## src/pmfp_pkg.sv

```systemverilog
// Purpose: Constants shared by the on/off, fault-clear and write-lock logic.
// Assumes: Command codes arrive already framed by a bus link layer.
// Notes: Codes, single-bit field positions and the switch, operation and lock reset values live here.
package pmfp_pkg;

  // ----------------------------------------------------------------------
  // Command codes
  // ----------------------------------------------------------------------
  localparam logic [7:0] CMD_OPERATION = 8'h01;
  localparam logic [7:0] CMD_SWITCH_CONFIG = 8'h02;
  localparam logic [7:0] CMD_CLEAR_FAULTS = 8'h03;
  localparam logic [7:0] CMD_WRITE_LOCK = 8'h10;
  localparam logic [7:0] CMD_STATUS_SUMMARY = 8'h78;
  localparam logic [7:0] CMD_STATUS_COMM = 8'h7e;
  localparam logic [7:0] CMD_STATUS_FAULT = 8'h80;

  // ----------------------------------------------------------------------
  // Output switch configuration fields
  // ----------------------------------------------------------------------
  localparam logic [7:0] SWITCH_CONFIG_RESET = 8'h17;
  localparam int POWERUP_ACT_BIT = 4;
  localparam int CMD_OBEY_BIT = 3;
  localparam int PIN_SWITCH_OBEY_BIT = 2;
  localparam int PIN_POLARITY_BIT = 1;
  localparam int FAST_SHUTDOWN_BIT = 0;

  // ----------------------------------------------------------------------
  // Output operation fields
  // ----------------------------------------------------------------------
  localparam logic [7:0] OPERATION_RESET = 8'h00;
  localparam int OP_ON_BIT = 7;
  localparam logic [1:0] HOT_SELECT_RESET = 2'h0;
  localparam logic [1:0] HOT_SELECT_ON = 2'h1;

  // ----------------------------------------------------------------------
  // Write lock values
  // ----------------------------------------------------------------------
  localparam logic [7:0] WRITE_LOCK_RESET = 8'h00;
  localparam logic [7:0] LOCK_ALL = 8'h80;
  localparam logic [7:0] LOCK_BUT_OPERATION = 8'h40;
  localparam logic [7:0] LOCK_NONE = 8'h00;
  localparam logic [7:0] LOCK_FIELD_MASK = 8'he0;

  // ----------------------------------------------------------------------
  // Status fields
  // ----------------------------------------------------------------------
  localparam int SUMMARY_COMM_BIT = 1;
  localparam int SUMMARY_OTHER_BIT = 0;
  localparam int COMM_UNSUPPORTED_DATA_BIT = 6;

endpackage

```

## src/pmfp_cmd.sv

```systemverilog
// Purpose: Command interpreter for output switching, fault clear and
//   write locking of a power controller.
// Assumes: A link layer hands over whole commands and read requests
//   synchronous to clk.
// Notes: Reads answer one cycle after the request from flip-flops.
`timescale 1ns/1ps

module pmfp_cmd #(
  parameter int NUM_FAULTS = 8
) (
  // Clock and reset
  input wire logic clk,
  input wire logic rstn,
  // Command port from the link layer
  input wire logic cmd_valid,
  input wire logic [7:0] cmd_code,
  input wire logic cmd_has_data,
  input wire logic [7:0] cmd_data,
  // Read port
  input wire logic rd_req,
  input wire logic [7:0] rd_code,
  output logic rd_valid,
  output logic [7:0] rd_data,
  // Power stage conditions
  input wire logic enable_pin,
  input wire logic vin_above_uvlo,
  input wire logic input_current_warn,
  input wire logic [NUM_FAULTS-1:0] fault_cond,
  input wire logic fault_latch_off,
  // Outputs
  output logic output_enable,
  output logic hot_alarm_output,
  output logic bus_alert_output
);

  logic [7:0] switch_config;
  logic [7:0] write_lock;
  logic op_on;
  logic [1:0] input_overcurrent_hot_select;
  logic [NUM_FAULTS-1:0] fault_status;
  logic comm_error;
  logic unsupported_data_flag;
  logic latched_off;
  logic write_ok;
  logic do_write;
  logic do_clear;
  logic lock_bad;
  logic next_output_enable;

  // ----------------------------------------------------------------------
  // Write lock decode
  // ----------------------------------------------------------------------
  function automatic logic lock_valid(input logic [7:0] v);
    lock_valid = (v == pmfp_pkg::LOCK_ALL) ||
                 (v == pmfp_pkg::LOCK_BUT_OPERATION) ||
                 (v == pmfp_pkg::LOCK_NONE);
  endfunction

  // Invalid stored values give no protection at all.
  function automatic logic cmd_allowed(input logic [7:0] code,
                                       input logic [7:0] lock);
    cmd_allowed = 1'b1;
    if (lock == pmfp_pkg::LOCK_ALL)
    begin
      cmd_allowed = (code == pmfp_pkg::CMD_WRITE_LOCK);
    end
    else if (lock == pmfp_pkg::LOCK_BUT_OPERATION)
    begin
      cmd_allowed = (code == pmfp_pkg::CMD_WRITE_LOCK) ||
                    (code == pmfp_pkg::CMD_OPERATION);
    end
  endfunction

  assign write_ok = cmd_allowed(cmd_code, write_lock);
  assign do_write = cmd_valid && cmd_has_data && write_ok;
  // A clear carrying data is malformed and is dropped.
  assign do_clear = cmd_valid && !cmd_has_data && write_ok &&
                    (cmd_code == pmfp_pkg::CMD_CLEAR_FAULTS);
  // Validity is judged on bits 7:5 alone, the same bits that are stored,
  // so a flagged byte can never leave a protecting value behind.
  assign lock_bad = do_write && (cmd_code == pmfp_pkg::CMD_WRITE_LOCK) &&
    !lock_valid(cmd_data & pmfp_pkg::LOCK_FIELD_MASK);

  // ----------------------------------------------------------------------
  // Configuration registers
  // ----------------------------------------------------------------------
  always_ff @(posedge clk or negedge rstn)
  begin
    if (!rstn)
    begin
      switch_config <= pmfp_pkg::SWITCH_CONFIG_RESET;
    end
    else if (do_write && cmd_code == pmfp_pkg::CMD_SWITCH_CONFIG)
    begin
      switch_config[pmfp_pkg::CMD_OBEY_BIT] <=
        cmd_data[pmfp_pkg::CMD_OBEY_BIT];
      switch_config[pmfp_pkg::PIN_SWITCH_OBEY_BIT] <=
        cmd_data[pmfp_pkg::PIN_SWITCH_OBEY_BIT];
    end
  end

  always_ff @(posedge clk or negedge rstn)
  begin
    if (!rstn)
    begin
      op_on <= pmfp_pkg::OPERATION_RESET[pmfp_pkg::OP_ON_BIT];
      input_overcurrent_hot_select <= pmfp_pkg::HOT_SELECT_RESET;
    end
    else if (do_write && cmd_code == pmfp_pkg::CMD_OPERATION)
    begin
      op_on <= cmd_data[pmfp_pkg::OP_ON_BIT];
      input_overcurrent_hot_select <= cmd_data[1:0];
    end
  end

  // Invalid bytes are still stored so software can read back its error.
  always_ff @(posedge clk or negedge rstn)
  begin
    if (!rstn)
    begin
      write_lock <= pmfp_pkg::WRITE_LOCK_RESET;
    end
    else if (do_write && cmd_code == pmfp_pkg::CMD_WRITE_LOCK)
    begin
      write_lock <= cmd_data & pmfp_pkg::LOCK_FIELD_MASK;
    end
  end

  // ----------------------------------------------------------------------
  // Status and alert
  // ----------------------------------------------------------------------
  // A new event in the clearing cycle survives: set wins over clear.
  always_ff @(posedge clk or negedge rstn)
  begin
    if (!rstn)
    begin
      fault_status <= '0;
      comm_error <= 1'b0;
      unsupported_data_flag <= 1'b0;
    end
    else
    begin
      fault_status <= (fault_status & {NUM_FAULTS{!do_clear}}) |
                      fault_cond;
      comm_error <= (comm_error && !do_clear) || lock_bad;
      unsupported_data_flag <= (unsupported_data_flag && !do_clear) ||
                               lock_bad;
    end
  end

  always_ff @(posedge clk or negedge rstn)
  begin
    if (!rstn)
    begin
      bus_alert_output <= 1'b0;
    end
    else
    begin
      bus_alert_output <= (|fault_cond) || lock_bad ||
                          ((|fault_status || comm_error) && !do_clear);
    end
  end

  // ----------------------------------------------------------------------
  // Output switching
  // ----------------------------------------------------------------------
  // The latch-off state is deliberately untouched by the clear command.
  always_ff @(posedge clk or negedge rstn)
  begin
    if (!rstn)
    begin
      latched_off <= 1'b0;
    end
    else if (fault_latch_off)
    begin
      latched_off <= 1'b1;
    end
  end

  // Pin polarity is fixed high, so the pin is used without inversion.
  always_comb
  begin
    next_output_enable = 1'b0;
    if (vin_above_uvlo && !latched_off && !fault_latch_off)
    begin
      if (switch_config[pmfp_pkg::CMD_OBEY_BIT])
      begin
        next_output_enable = op_on &&
          (!switch_config[pmfp_pkg::PIN_SWITCH_OBEY_BIT] ||
           enable_pin);
      end
      else
      begin
        next_output_enable =
          switch_config[pmfp_pkg::PIN_SWITCH_OBEY_BIT] &&
          enable_pin;
      end
    end
  end

  // No ramp: an off command drops the enable on the next edge.
  always_ff @(posedge clk or negedge rstn)
  begin
    if (!rstn)
    begin
      output_enable <= 1'b0;
    end
    else
    begin
      output_enable <= next_output_enable;
    end
  end

  always_ff @(posedge clk or negedge rstn)
  begin
    if (!rstn)
    begin
      hot_alarm_output <= 1'b0;
    end
    else
    begin
      hot_alarm_output <= input_current_warn &&
        (input_overcurrent_hot_select == pmfp_pkg::HOT_SELECT_ON);
    end
  end

  // ----------------------------------------------------------------------
  // Read port
  // ----------------------------------------------------------------------
  function automatic logic [7:0] read_reg(input logic [7:0] code);
    read_reg = 8'h00;
    if (code == pmfp_pkg::CMD_OPERATION)
    begin
      read_reg = {op_on, 5'h00, input_overcurrent_hot_select};
    end
    else if (code == pmfp_pkg::CMD_SWITCH_CONFIG)
    begin
      read_reg = 8'h00;
      read_reg[pmfp_pkg::POWERUP_ACT_BIT] = 1'b1;
      read_reg[pmfp_pkg::CMD_OBEY_BIT] =
        switch_config[pmfp_pkg::CMD_OBEY_BIT];
      read_reg[pmfp_pkg::PIN_SWITCH_OBEY_BIT] =
        switch_config[pmfp_pkg::PIN_SWITCH_OBEY_BIT];
      read_reg[pmfp_pkg::PIN_POLARITY_BIT] = 1'b1;
      read_reg[pmfp_pkg::FAST_SHUTDOWN_BIT] = 1'b1;
    end
    else if (code == pmfp_pkg::CMD_WRITE_LOCK)
    begin
      read_reg = write_lock;
    end
    else if (code == pmfp_pkg::CMD_STATUS_SUMMARY)
    begin
      read_reg[pmfp_pkg::SUMMARY_COMM_BIT] = comm_error;
      read_reg[pmfp_pkg::SUMMARY_OTHER_BIT] = |fault_status;
    end
    else if (code == pmfp_pkg::CMD_STATUS_COMM)
    begin
      read_reg[pmfp_pkg::COMM_UNSUPPORTED_DATA_BIT] = unsupported_data_flag;
    end
    else if (code == pmfp_pkg::CMD_STATUS_FAULT)
    begin
      read_reg = 8'(fault_status);
    end
  endfunction

  always_ff @(posedge clk or negedge rstn)
  begin
    if (!rstn)
    begin
      rd_valid <= 1'b0;
      rd_data <= 8'h00;
    end
    else
    begin
      rd_valid <= rd_req;
      if (rd_req)
      begin
        rd_data <= read_reg(rd_code);
      end
    end
  end
endmodule

```

## config.mk

```make
export PLATFORM = sky130hd
export DESIGN_NAME = pmfp_cmd
export DESIGN_NICKNAME = d
export VERILOG_FILES = /design/src/pmfp_pkg.sv /design/src/pmfp_cmd.sv
export SDC_FILE = /design/constraint.sdc
export NUM_CORES = 1
export LEC_CHECK = 0
export BUFFER_PORTS_ARGS = -buffer_cell sky130_fd_sc_hd__buf_2
export CAP_MARGIN = 20
export CORE_MARGIN = 2
export CORE_UTILIZATION = 49
export DETAILED_ROUTE_END_ITERATION = 12
export MAX_ROUTING_LAYER = met4
export PLACE_DENSITY = 0.79
export SYNTH_ARGS = -nofsm -noshare
export SYNTH_HDL_FRONTEND = slang
export SYNTH_SLANG_ARGS = --single-unit
```

## constraint.sdc

```tcl
create_clock -name clk -period 2.26 [get_ports clk]
set_clock_uncertainty 0.15 [all_clocks]
set_input_delay 0.339 -clock clk [delete_from_list [all_inputs] [get_ports clk]]
set_output_delay 0.339 -clock clk [all_outputs]
set_load 0.005 [all_outputs]
```

Word level (Yosys, flattened, before mapping)
Index checks and enable logic that the tools add are counted.
{"block": "word_totals", "out_inout_bits": 12, "register_bits": 31, "in_bits": 41}
{"block": "op_classes", "n_eq_ne": 15, "muxes": 13, "n_reduce_logical": 35, "bitwise_logic": 2}
{"cell": "$mux 8", "count": 4}
{"cell": "$eq 8x2->1 const B", "count": 3}
{"cell": "$logic_and 1x1->1", "count": 17}
{"cell": "$eq 8x1->1 const B", "count": 2}
{"cell": "$eq 8x5->1 const B", "count": 2}
{"cell": "$eq 8x7->1 const B", "count": 2}
{"cell": "$reduce_or 8->1", "count": 2}
{"cell": "$mux 6", "count": 2}
{"cell": "$logic_or 1x1->1", "count": 9}
{"cell": "$and 8x8->8", "count": 1}
{"cell": "$eq 8x8->1 const B", "count": 1}
{"cell": "$logic_not 8->1", "count": 1}
{"cell": "$or 8x8->8", "count": 1}
{"cell": "$eq 3x2->1 const B", "count": 2}
{"cell": "$eq 3x3->1 const B", "count": 2}
{"cell": "$logic_not 1->1", "count": 6}
{"cell": "$mux 1", "count": 6}
{"cell": "$eq 2x1->1 const B", "count": 1}
{"cell": "$mux 2", "count": 1}

Longest topological paths before layout
Gate-level depths: netlist of the first run.
{"block": "depth", "ltp_word": 9, "depth_mapped": 5, "depth_no_buf": 4}

Worst setup path before layout of the first run
No wires, ideal clock.
{"block": "synth_timing", "path_type": "input to register", "start": "input port cmd_code[3]", "end": "register input_overcurrent_hot_select[0]", "stages": 4, "setup_time_ns": 0.125, "setup_slack_ns": 0.277, "arrival_ns": 1.708, "path_buffers": 0, "cell_sequence": "nor4b_1 -> nand3_1 -> nor4_1 -> mux2_2"}
{"block": "synth_between", "elab_chain_len": 6, "elab_cells_between_ends": 7, "classes_between": "eq/ne (2); mux (2); reduce/logical (3)"}
{"element": "start: declaration", "line": "pmfp_cmd.sv:16", "rtl": "input wire logic [7:0] cmd_code,"}
{"element": "$eq 8x5->1 / $eq 8x1->1 (equally long branches)"}
{"element": "$logic_or 1x1->1", "line": "pmfp_cmd.sv:69", "rtl": "cmd_allowed = (code == pmfp_pkg::CMD_WRITE_LOCK) ||"}
{"element": "$mux 1", "line": "pmfp_cmd.sv:67", "rtl": "else if (lock == pmfp_pkg::LOCK_BUT_OPERATION)"}
{"element": "$mux 1", "line": "pmfp_cmd.sv:63", "rtl": "if (lock == pmfp_pkg::LOCK_ALL)"}
{"element": "$logic_and 1x1->1", "line": "pmfp_cmd.sv:75", "rtl": "assign do_write = cmd_valid && cmd_has_data && write_ok;"}
{"element": "$logic_and 1x1->1 (*)", "line": "pmfp_cmd.sv:109", "rtl": "else if (do_write && cmd_code == pmfp_pkg::CMD_OPERATION)"}
{"element": "end signal: assignment", "line": "pmfp_cmd.sv:107", "rtl": "input_overcurrent_hot_select <= pmfp_pkg::HOT_SELECT_RESET;"}
{"element": "end signal: assignment", "line": "pmfp_cmd.sv:112", "rtl": "input_overcurrent_hot_select <= cmd_data[1:0];"}
{"element": "end: declaration", "line": "pmfp_cmd.sv:39", "rtl": "logic [1:0] input_overcurrent_hot_select;"}
Mark *: on every way between the ends. The rest lies on a longest branch, timed or not.
A chain may end at the register's enable or synchronous reset.

Worst setup path in the final report of the first run
{"block": "layout_timing", "start": "register write_lock[6]", "end": "register bus_alert_output"}
{"block": "layout_between", "elab_chain_len": 8, "elab_cells_between_ends": 13, "classes_between": "eq/ne (2); mux (2); reduce/logical (9)"}
{"element": "start: declaration", "line": "pmfp_cmd.sv:37", "rtl": "logic [7:0] write_lock;"}
{"element": "start signal: assignment", "line": "pmfp_cmd.sv:121", "rtl": "write_lock <= pmfp_pkg::WRITE_LOCK_RESET;"}
{"element": "start signal: assignment", "line": "pmfp_cmd.sv:125", "rtl": "write_lock <= cmd_data & pmfp_pkg::LOCK_FIELD_MASK;"}
{"element": "$eq 3x2->1", "line": "pmfp_cmd.sv:67"}
{"element": "$mux 1", "line": "pmfp_cmd.sv:67"}
{"element": "$mux 1 (*)", "line": "pmfp_cmd.sv:63"}
{"element": "$logic_and 1x1->1 (on tied branches)", "line": "pmfp_cmd.sv:75, pmfp_cmd.sv:77"}
{"element": "$logic_and 1x1->1 (on tied branches)", "line": "pmfp_cmd.sv:81, pmfp_cmd.sv:77"}
{"element": "$logic_and 1x1->1 / $logic_not 1->1 (equally long branches)", "line": "pmfp_cmd.sv:81, pmfp_cmd.sv:160"}
{"element": "$logic_or 1x1->1 / $logic_and 1x1->1 (equally long branches)", "line": "pmfp_cmd.sv:159, pmfp_cmd.sv:160"}
{"element": "$logic_or 1x1->1 (*)", "line": "pmfp_cmd.sv:159", "rtl": "bus_alert_output <= (|fault_cond) || lock_bad ||"}
{"element": "end signal: assignment", "line": "pmfp_cmd.sv:159"}
{"element": "end: declaration", "line": "pmfp_cmd.sv:33", "rtl": "output logic bus_alert_output"}
Marked as above.

==> results of run 1 <==
## state kept, by name, summed over array words and instances, names as in the netlist, 2 cells and up
name and flops:
write_lock 3, input_overcurrent_hot_select 2, fault_status 8, switch_config 2, rd_data 8
## worst min-delay path by stage
stage	start	to	slack, ns
2_1_floorplan	rstn	bus_alert_output	-0.11
3_3_place_gp	rstn	latched_off	0.24
3_5_place_dp	rstn	hot_alarm_output	0.26
4_1_cts	fault_cond[1]	fault_status[1]	0.03
5_1_grt	fault_cond[1]	fault_status[1]	0.03
6_report	fault_cond[1]	fault_status[1]	0.04
## logic make-up after synthesis
| kind of cell | after synthesis |
|---|---|
| compound gates | 35 |
| mux | 11 |
| xor+xnor | 1 |
| buf+inv | 8 |
| simple gates | 49 |
| flops | 31 |
## critical path: stages, from the launching register on
cell     delay [ns]
dfrtp_1        0.43
xnor2_1        0.19
o21ai_0        0.12
or4_1          0.68
a211o_1        0.34
## final cells by class
| cell class | count | area share (%) |
|---|---|---|
| flip-flops and latches | 31 | 42.04 |
| multi-input cells | 96 | 36.43 |
| repair buffers | 55 | 15.57 |
| clock buffers | 6 | 2.234 |
| well taps | 33 | 2.234 |
| inverters | 4 | 0.8125 |
| clock inverters | 2 | 0.6770 |
## stage by stage
| stage | util (%) | power, uW |
|---|---|---|
| global route | 62.06 | 1048 |
| detailed placement | 59.92 | 696.5 |
| finish | 62.06 | 997.8 |
| CTS | 62.06 | 1009 |
| floorplan | - | 630.8 |
| global placement | 59.92 | 690.5 |
## cells in the mapped netlist, drive strengths merged (2+ instances only)
cell type | instances | share of area [%]
a22oi | 3 | 1.5
buf | 2 | 1.1
nand3 | 2 | 0.67
o21ai | 4 | 1.3
or2 | 5 | 2.1
mux2 | 10 | 7.5
inv | 4 | 1.0
nor4bb | 2 | 1.3
or4 | 3 | 1.8
o22ai | 3 | 1.3
nor3 | 3 | 1.0
a21o | 10 | 5.0
nand2b | 5 | 2.1
nor3b | 2 | 1.0
a31oi | 2 | 0.84
nor4 | 8 | 3.3
and2b | 2 | 1.2
a21oi | 6 | 2.0
nor2 | 6 | 1.5
dfrtp | 30 | 50
nand2 | 8 | 2.0
## report_power, final
part | switching (uW) | internal (uW) | total [uW]
combinational | 55.8 | 53.9 | 110
sequential | 8.62 | 568 | 576
clock | 192 | 120 | 312
## layer usage
| metal | global-route usage, % | up-vias | share of wire [%] |
|---|---|---|---|
| li1 | - | 620 | - |
| met1 | 25.93 | 621 | 43 |
| met2 | 35.95 | 49 | 49 |
| met3 | 6.114 | 5 | 6.5 |
| met4 | 7.792 | 0 | 1.5 |
| met5 | - | - | 0 |
==> impl_metrics.yaml, run 1 <==
sta:
  fin_crit_ns: 2.023
  fmax_mhz: 494.3
  final.setup.tns_ns: 0
  slew_violations: 0
  grt_setup_unrepaired: "false"
  finalHoldViolations: 0
  worst_pin_slew_ns: 0.6649
  setup_viol: 0
  hold_ws_ns: 0.03801
  fin_crit_sh_pct: 89.52
  setup_slack_ns: 0.2368
  max_slew_margin_pct: 55.67
layout:
  most-common-layout-cells: "51 x buf_2, 30 x dfrtp_1, 10 x a21o_1, 10 x mux2_2"
  n_fill_cell: 263
  antenna_cells: 0
  finalInstanceArea_mm2: 0.001848
  fin_nets: 234
  final_common_cell: "buf_2"
  register_area_um2: 777.0
  multi_input_area_um2: 673.1
  area.growth.synth_to_final_pct: 23.49
  drive_above_1_share_pct: 41.75
  stdcell_count: 227
yosys:
  synth_top_family_by_area: "simple AND/OR/NAND/NOR gates"
  synth-seq-area-share_pct: 51.92
  synth.area.mux_share_pct: 8.194
  synth-simple-area-share_pct: 19.57
  synth_flop_cell: "dfrtp_1"
  synth_compound_area_share_pct: 16.64
  synth_nets: 176
  syn_area_mm2: 0.001496
  synth_edf_count: 0
  async_flop_share_pct: 100.0
  yosys_register_bits: 31
  yosysWarningCount: 0
  syn_inst: 135
  syn_avg_cell_area_um2: 11.08
  synthAdderAreaFrac_pct: 0
  ys_types: 39
  synth_xor_area_share_pct: 0.5853
drt:
  ant_nets: 0
  avgRoutedWirePerCell_um: 14.54
  via_per_inst: 5.705
  drt_iter0_markers: 44
  dr.pass1.iters: 4
  vias: 1295
  remaining_drc_errors: 0
  postRouteWirelength_mm: 3.300
placed_design:
  portBuffers: 51
  place_worst_setup_slack_ns: 0.1070
  gp_congestion: 0.8468
  dp_hpwl_mm: 2.605
  placed_cell_area_mm2: 0.001784
  dpl.cell_count: 218
clock_tree:
  clock_latency_ns: 0.34
  cts_hold_buf: 1
  ctsHtreeMaxLevel: 2
  cts_max_path_buffers: 2
  root_buffer: "clkbuf_4"
  cts_tree: "done"
  cts_resized: 0
  numCtsBuffers: 5
  clk_pin_slew_worst_paths_ns: 0.10
  cts.sinks: 31
  cts_setup_buffers: 0
grt:
  grt_first_pass_wirelength_mm: 5.513
  track_usage_pct: 21.99
  grt_antenna_before_repair: 0
  gr-total-overflow: 0
  grt_max_degree: 32
  grt_pass1_vias: 1246
critical_path:
  ff2ff_setup_slack_ns: 0.24
  endpoint_kind: "flip-flop"
  required_ns: 2.34
  worstSetupPathType: "reg2reg"
  r2r-start: "write_lock[6]"
  crit_arrival_ns: 2.10
  reg2reg_depth: 4
  startpoint: "write_lock[6]"
  start_kind: "flip-flop"
  path_max_fanout: 11
  crit_end: "bus_alert_output"
  rr_endpoint: "bus_alert_output"
power_and_ir_drop:
  p_leak_uw: 0.0008284
  max-vdd-ir-drop_mv: 0.3379
  powerDensity_mw_per_mm2: 539.9
floorplanning:
  ios: 53
  die_x_um: 59.26
  initial_core_util_pct: 50.25
  core-area_mm2: 0.002978
  design.die.area_mm2: 0.003512
  rows: 20
  die_h_um: 59.26
flow_run:
  drv_cap: 0
worst_hold_path:
  hp-class: "in2reg"
  holdPathStages: 2
status:
  outcome: "finished, final reports clean"
No activity file was read; power rests on OpenSTA's default activity.
==> run 2: changes to the inputs <==
CORE_UTILIZATION = 23   (was 49)
PLACE_DENSITY = unset   (was 0.79)
==> run 2 against run 1 <==
- wire length is 13% higher
- die area is 100% higher
- register-to-register slack better by 0.13 ns
- sequential share of layout area is 2.8 points lower
- worst setup slack better by 0.13 ns
- highest routed layer unchanged
- final cell count is 20% higher
- combinational power hardly changed
- clock power is 80% higher
- total power is 25% higher
- via count is 1.7% lower
- global-route usage is 11 points lower
- cell area is 7.2% higher
==> impl_metrics.yaml, run 2 (same netlist as run 1, synthesis figures left out) <==
status:
  outcome: "finished, final reports clean"
sta:
  fmax_mhz: 529.0
  hold_ws_ns: 0.1049
  slew_violations: 0
  worst_pin_slew_ns: 0.7282
  max_slew_margin_pct: 51.45
  fin_crit_ns: 1.890
  fin_crit_sh_pct: 83.64
  final.setup.tns_ns: 0
  setup_slack_ns: 0.3697
  setup_viol: 0
  finalHoldViolations: 0
  grt_setup_unrepaired: "false"
critical_path:
  crit_arrival_ns: 1.91
  endpoint_kind: "flip-flop"
  path_max_fanout: 10
  start_kind: "flip-flop"
  worstSetupPathType: "reg2reg"
  required_ns: 2.28
clock_tree:
  cts.sinks: 31
  cts_resized: 0
  clock_latency_ns: 0.28
  root_buffer: "clkbuf_8"
  cts_max_path_buffers: 2
  cts_tree: "done"
  ctsHtreeMaxLevel: 2
  numCtsBuffers: 5
  clk_pin_slew_worst_paths_ns: 0.06
layout:
  fin_nets: 236
  n_fill_cell: 674
  antenna_cells: 0
  drive_above_1_share_pct: 42.86
  area.growth.synth_to_final_pct: 32.44
  final_common_cell: "buf_2"
  most-common-layout-cells: "51 x buf_2, 30 x dfrtp_1, 10 x a21o_1, 10 x mux2_2"
  reg_top3: "fault_status x8, rd_data x8, write_lock x3"
  utilization_pct: 31.39
drt:
  drt_iter0_markers: 46
  via_per_inst: 4.663
  avgRoutedWirePerCell_um: 13.65
  dr.pass1.iters: 4
  ant_nets: 0
  postRouteWirelength_mm: 3.726
  remaining_drc_errors: 0
  vias: 1273
placed_design:
  place_worst_setup_slack_ns: 0.1045
  gp_congestion: 0.8829
  dp_hpwl_mm: 2.902
  portBuffers: 51
grt:
  gr-total-overflow: 0
  grt_max_degree: 32
  grt_antenna_before_repair: 0
  track_usage_pct: 11.19
  grt_first_pass_wirelength_mm: 6.161
  grt_pass1_vias: 1283
floorplanning:
  initial_core_util_pct: 23.70
  core-area_mm2: 0.006314
  die_h_um: 84.66
  die_x_um: 84.66
  design.die.area_mm2: 0.007167
  ios: 53
  rows: 29
power_and_ir_drop:
  powerDensity_mw_per_mm2: 631.3
  p_leak_uw: 0.0008696
  max-vdd-ir-drop_mv: 0.3131
worst_hold_path:
  hp-class: "in2reg"
flow_run:
  drv_cap: 0
## run 2: repair_timing
action,in CTS,in global routing
hold buffers,1,0
buffers inserted,0,0
endpoints found under the hold margin,30,0
## run 2: worst max-delay path: stages, from the launching register on
cell and delay, ns:
dfrtp_1 0.44, xnor2_1 0.17, o21ai_0 0.11, or4_1 0.53
buf_4 0.20, a21o_1 0.18
## run 2: area by class of cell
cell class	instances	area, um2	area share [%]
clock buffers	6	82.58	4.167
clock inverters	2	35.03	1.768
inverters	4	15.01	0.7576
multi-input cells	96	673.1	33.96
flip-flops and latches	31	777.0	39.20
well taps	77	96.34	4.861
repair buffers	57	302.8	15.28
## run 2: final timing paths
check,startpoint,to,slack [ns],cells past startpoint
worst max-delay path,write_lock[6],fault_status[7],0.37,5
worst min-delay path,fault_cond[7],fault_status[7],0.10,2
worst max register to register,write_lock[6],fault_status[7],0.37,5
worst min register to register,input_overcurrent_hot_select[1],hot_alarm_output,0.29,1
max in group asynchronous,rstn,write_lock[7],0.99,2
min in group asynchronous,rstn,rd_data[5],0.50,2
## run 2: metal layers
layer	wire, um	track usage [%]
met1	1750	14.42
met2	1709	16.61
met3	213	3.933
met4	53	3.319
met5	0	-
## run 2: power by group
group	switching (uW)	total, uW	internal, uW	leakage [uW]
logic	57.5	112	54.1	0.000442
clock network	205	562	356	0.0000612
registers	9.46	578	568	0.000367
## run 2: metrics by stage
stage	cells	power, uW	instance area (um2)
after global placement	264	697.4	1854
after CTS	273	1278	1982
after floorplan	135	630.8	1496
final	273	1251	1982
after global routing	273	1314	1982
after detailed placement	264	699.9	1854
==> run 3: changes to the inputs <==
clock period = 1.9 ns   (was 2.26 ns; I/O delays follow)
==> run 3 against run 2 <==
- cell area increased by 1.6%
- sequential cell count is the same
- sequential power is 19% higher
- sequential share of layout area shrank 0.61 points
- utilization up 0.50 points
- final cell count rose by 2.6%
- wire length down 1.7%
- maximum frequency rose by 3.0%
- first-iteration DRC count fell by 6.5%
- clock power is 13% lower
- worst setup slack got worse by 0.30 ns
- count of clock-buffer cells in the layout down 1
- critical endpoint is now fault_status[2]
- largest power group unchanged
==> impl_metrics.yaml, run 3 (same netlist as run 1, synthesis figures left out) <==
layout:
  area.growth.synth_to_final_pct: 34.53
  utilization_pct: 31.89
  register_area_um2: 777.0
  n_fill_cell: 682
  drive_above_1_share_pct: 45.81
  reg_top3: "fault_status x8, rd_data x8, write_lock x3"
  fin_nets: 243
  final_common_cell: "buf_2"
  most-common-layout-cells: "51 x buf_2, 30 x dfrtp_1, 12 x buf_4"
  multi_input_area_um2: 685.7
  antenna_cells: 0
placed_design:
  place_worst_setup_slack_ns: -0.1662
  gp_congestion: 0.8765
  portBuffers: 51
  dp_hpwl_mm: 2.914
sta:
  setup_slack_ns: 0.06535
  fin_crit_sh_pct: 96.56
  grt_setup_unrepaired: "false"
  fmax_mhz: 545.1
  slew_violations: 0
  worst_pin_slew_ns: 0.6985
  setup_viol: 0
  finalHoldViolations: 0
  hold_ws_ns: 0.03993
  fin_crit_ns: 1.835
  max_slew_margin_pct: 53.43
critical_path:
  start_kind: "flip-flop"
  cp_cell_sequence: "xnor2_1, o21ai_0, or4_1, buf_4, a21o_1"
  endpoint_kind: "flip-flop"
  critPathMaxStageDelay_ns: 0.53
  critPathSlowestCell: "or4_1"
  r2r-start: "write_lock[6]"
  crit_arrival_ns: 1.86
  path_max_fanout: 10
  worstSetupPathType: "reg2reg"
  startpoint: "write_lock[6]"
  required_ns: 1.92
floorplanning:
  core-area_mm2: 0.006314
  ios: 53
  initial_core_util_pct: 23.70
  die_h_um: 84.66
  design.die.area_mm2: 0.007167
  rows: 29
  die_x_um: 84.66
grt:
  grt_max_degree: 32
  grt_antenna_before_repair: 0
  gr-total-overflow: 0
  grt_pass1_vias: 1291
  track_usage_pct: 11.16
  grt_first_pass_wirelength_mm: 6.009
drt:
  dr.pass1.iters: 4
  remaining_drc_errors: 0
  via_per_inst: 4.536
  avgRoutedWirePerCell_um: 13.08
  postRouteWirelength_mm: 3.663
  drt_iter0_markers: 43
  vias: 1270
  ant_nets: 0
flow_run:
  drv_cap: 0
power_and_ir_drop:
  max-vdd-ir-drop_mv: 0.2786
  powerDensity_mw_per_mm2: 651.7
  p_leak_uw: 0.0008916
  p_total_uw: 1312
worst_hold_path:
  hold_start: "fault_cond[7]"
  hp-class: "in2reg"
clock_tree:
  cts.sinks: 31
  clock_latency_ns: 0.29
  ctsHtreeMaxLevel: 2
  cts_tree: "done"
  root_buffer: "clkbuf_8"
  cts_setup_buffers: 0
  cts_max_path_buffers: 2
  numCtsBuffers: 5
  clk_pin_slew_worst_paths_ns: 0.06
status:
  outcome: "finished, final reports clean"
## run 3: changes by cell type in the layout (fill, tap and decap cells not counted)
cell | before | now
bufinv_16 | 1 | 0
nor4_1 | 8 | 6
nor4_2 | 0 | 2
clkinv_2 | 1 | 3
buf_4 | 5 | 12
clkbuf_8 | 6 | 5
## run 3: layer usage
metal  wire, um  up-vias  track usage, %
li1           -      638               -
met1       1712      601           13.39
met2       1720       29           16.96
met3        214        2           4.916
met4         17        0           3.319
met5          0        -               -
## run 3: critical path: cells and delay by family (launching register included)
kind	cells	cell delay, ns
buffers and inverters	1	0.20
AO/OA/AOI/OAI	2	0.30
flip-flops	1	0.39
XOR/XNOR	1	0.16
AND/OR/NAND/NOR	1	0.53
## run 3: what timing repair did
action / in CTS / in global routing
hold buffers: 1 / 0
endpoints found under the hold margin: 30 / 0
gates resized for setup: 0 / 1
setup endpoints to repair: 0 / 1
## run 3: where the power goes
group	leakage (uW)	total [uW]	internal [uW]	switching (uW)
logic	0.000477	139	68.0	70.8
registers	0.000367	685	676	9.34
clock network	0.0000477	488	250	238
total	0.000892	1310	994	318
## run 3: per-stage QoR
| stage | cells | area, um2 | TNS (ns) |
|---|---|---|---|
| floorplan | 135 | 1503 | -0.02244 |
| global placement | 271 | 1913 | -1.911 |
| detailed placement | 271 | 1913 | -2.000 |
| CTS | 280 | 2007 | 0 |
| global route | 280 | 2013 | 0 |
| finish | 280 | 2013 | 0 |
## run 3: final timing paths
| kind | to | slack (ns) | cells after the start |
|---|---|---|---|
| worst max-delay path | fault_status[2] | 0.07 | 5 |
| worst min-delay path | fault_status[7] | 0.04 | 2 |
| worst max register to register | fault_status[2] | 0.07 | 5 |
| worst min register to register | latched_off | 0.30 | 1 |
| max in group asynchronous | unsupported_data_flag | 0.72 | 2 |
| min in group asynchronous | output_enable | 0.43 | 2 |
## run 3: final cells by class
cell class	instances	area share, %
tap	77	4.786
timing repair buffer	64	17.65
clock buffer	5	3.418
multi-input combinational	96	34.06
clock inverter	3	0.7458
sequential	31	38.60
inverter	4	0.7458
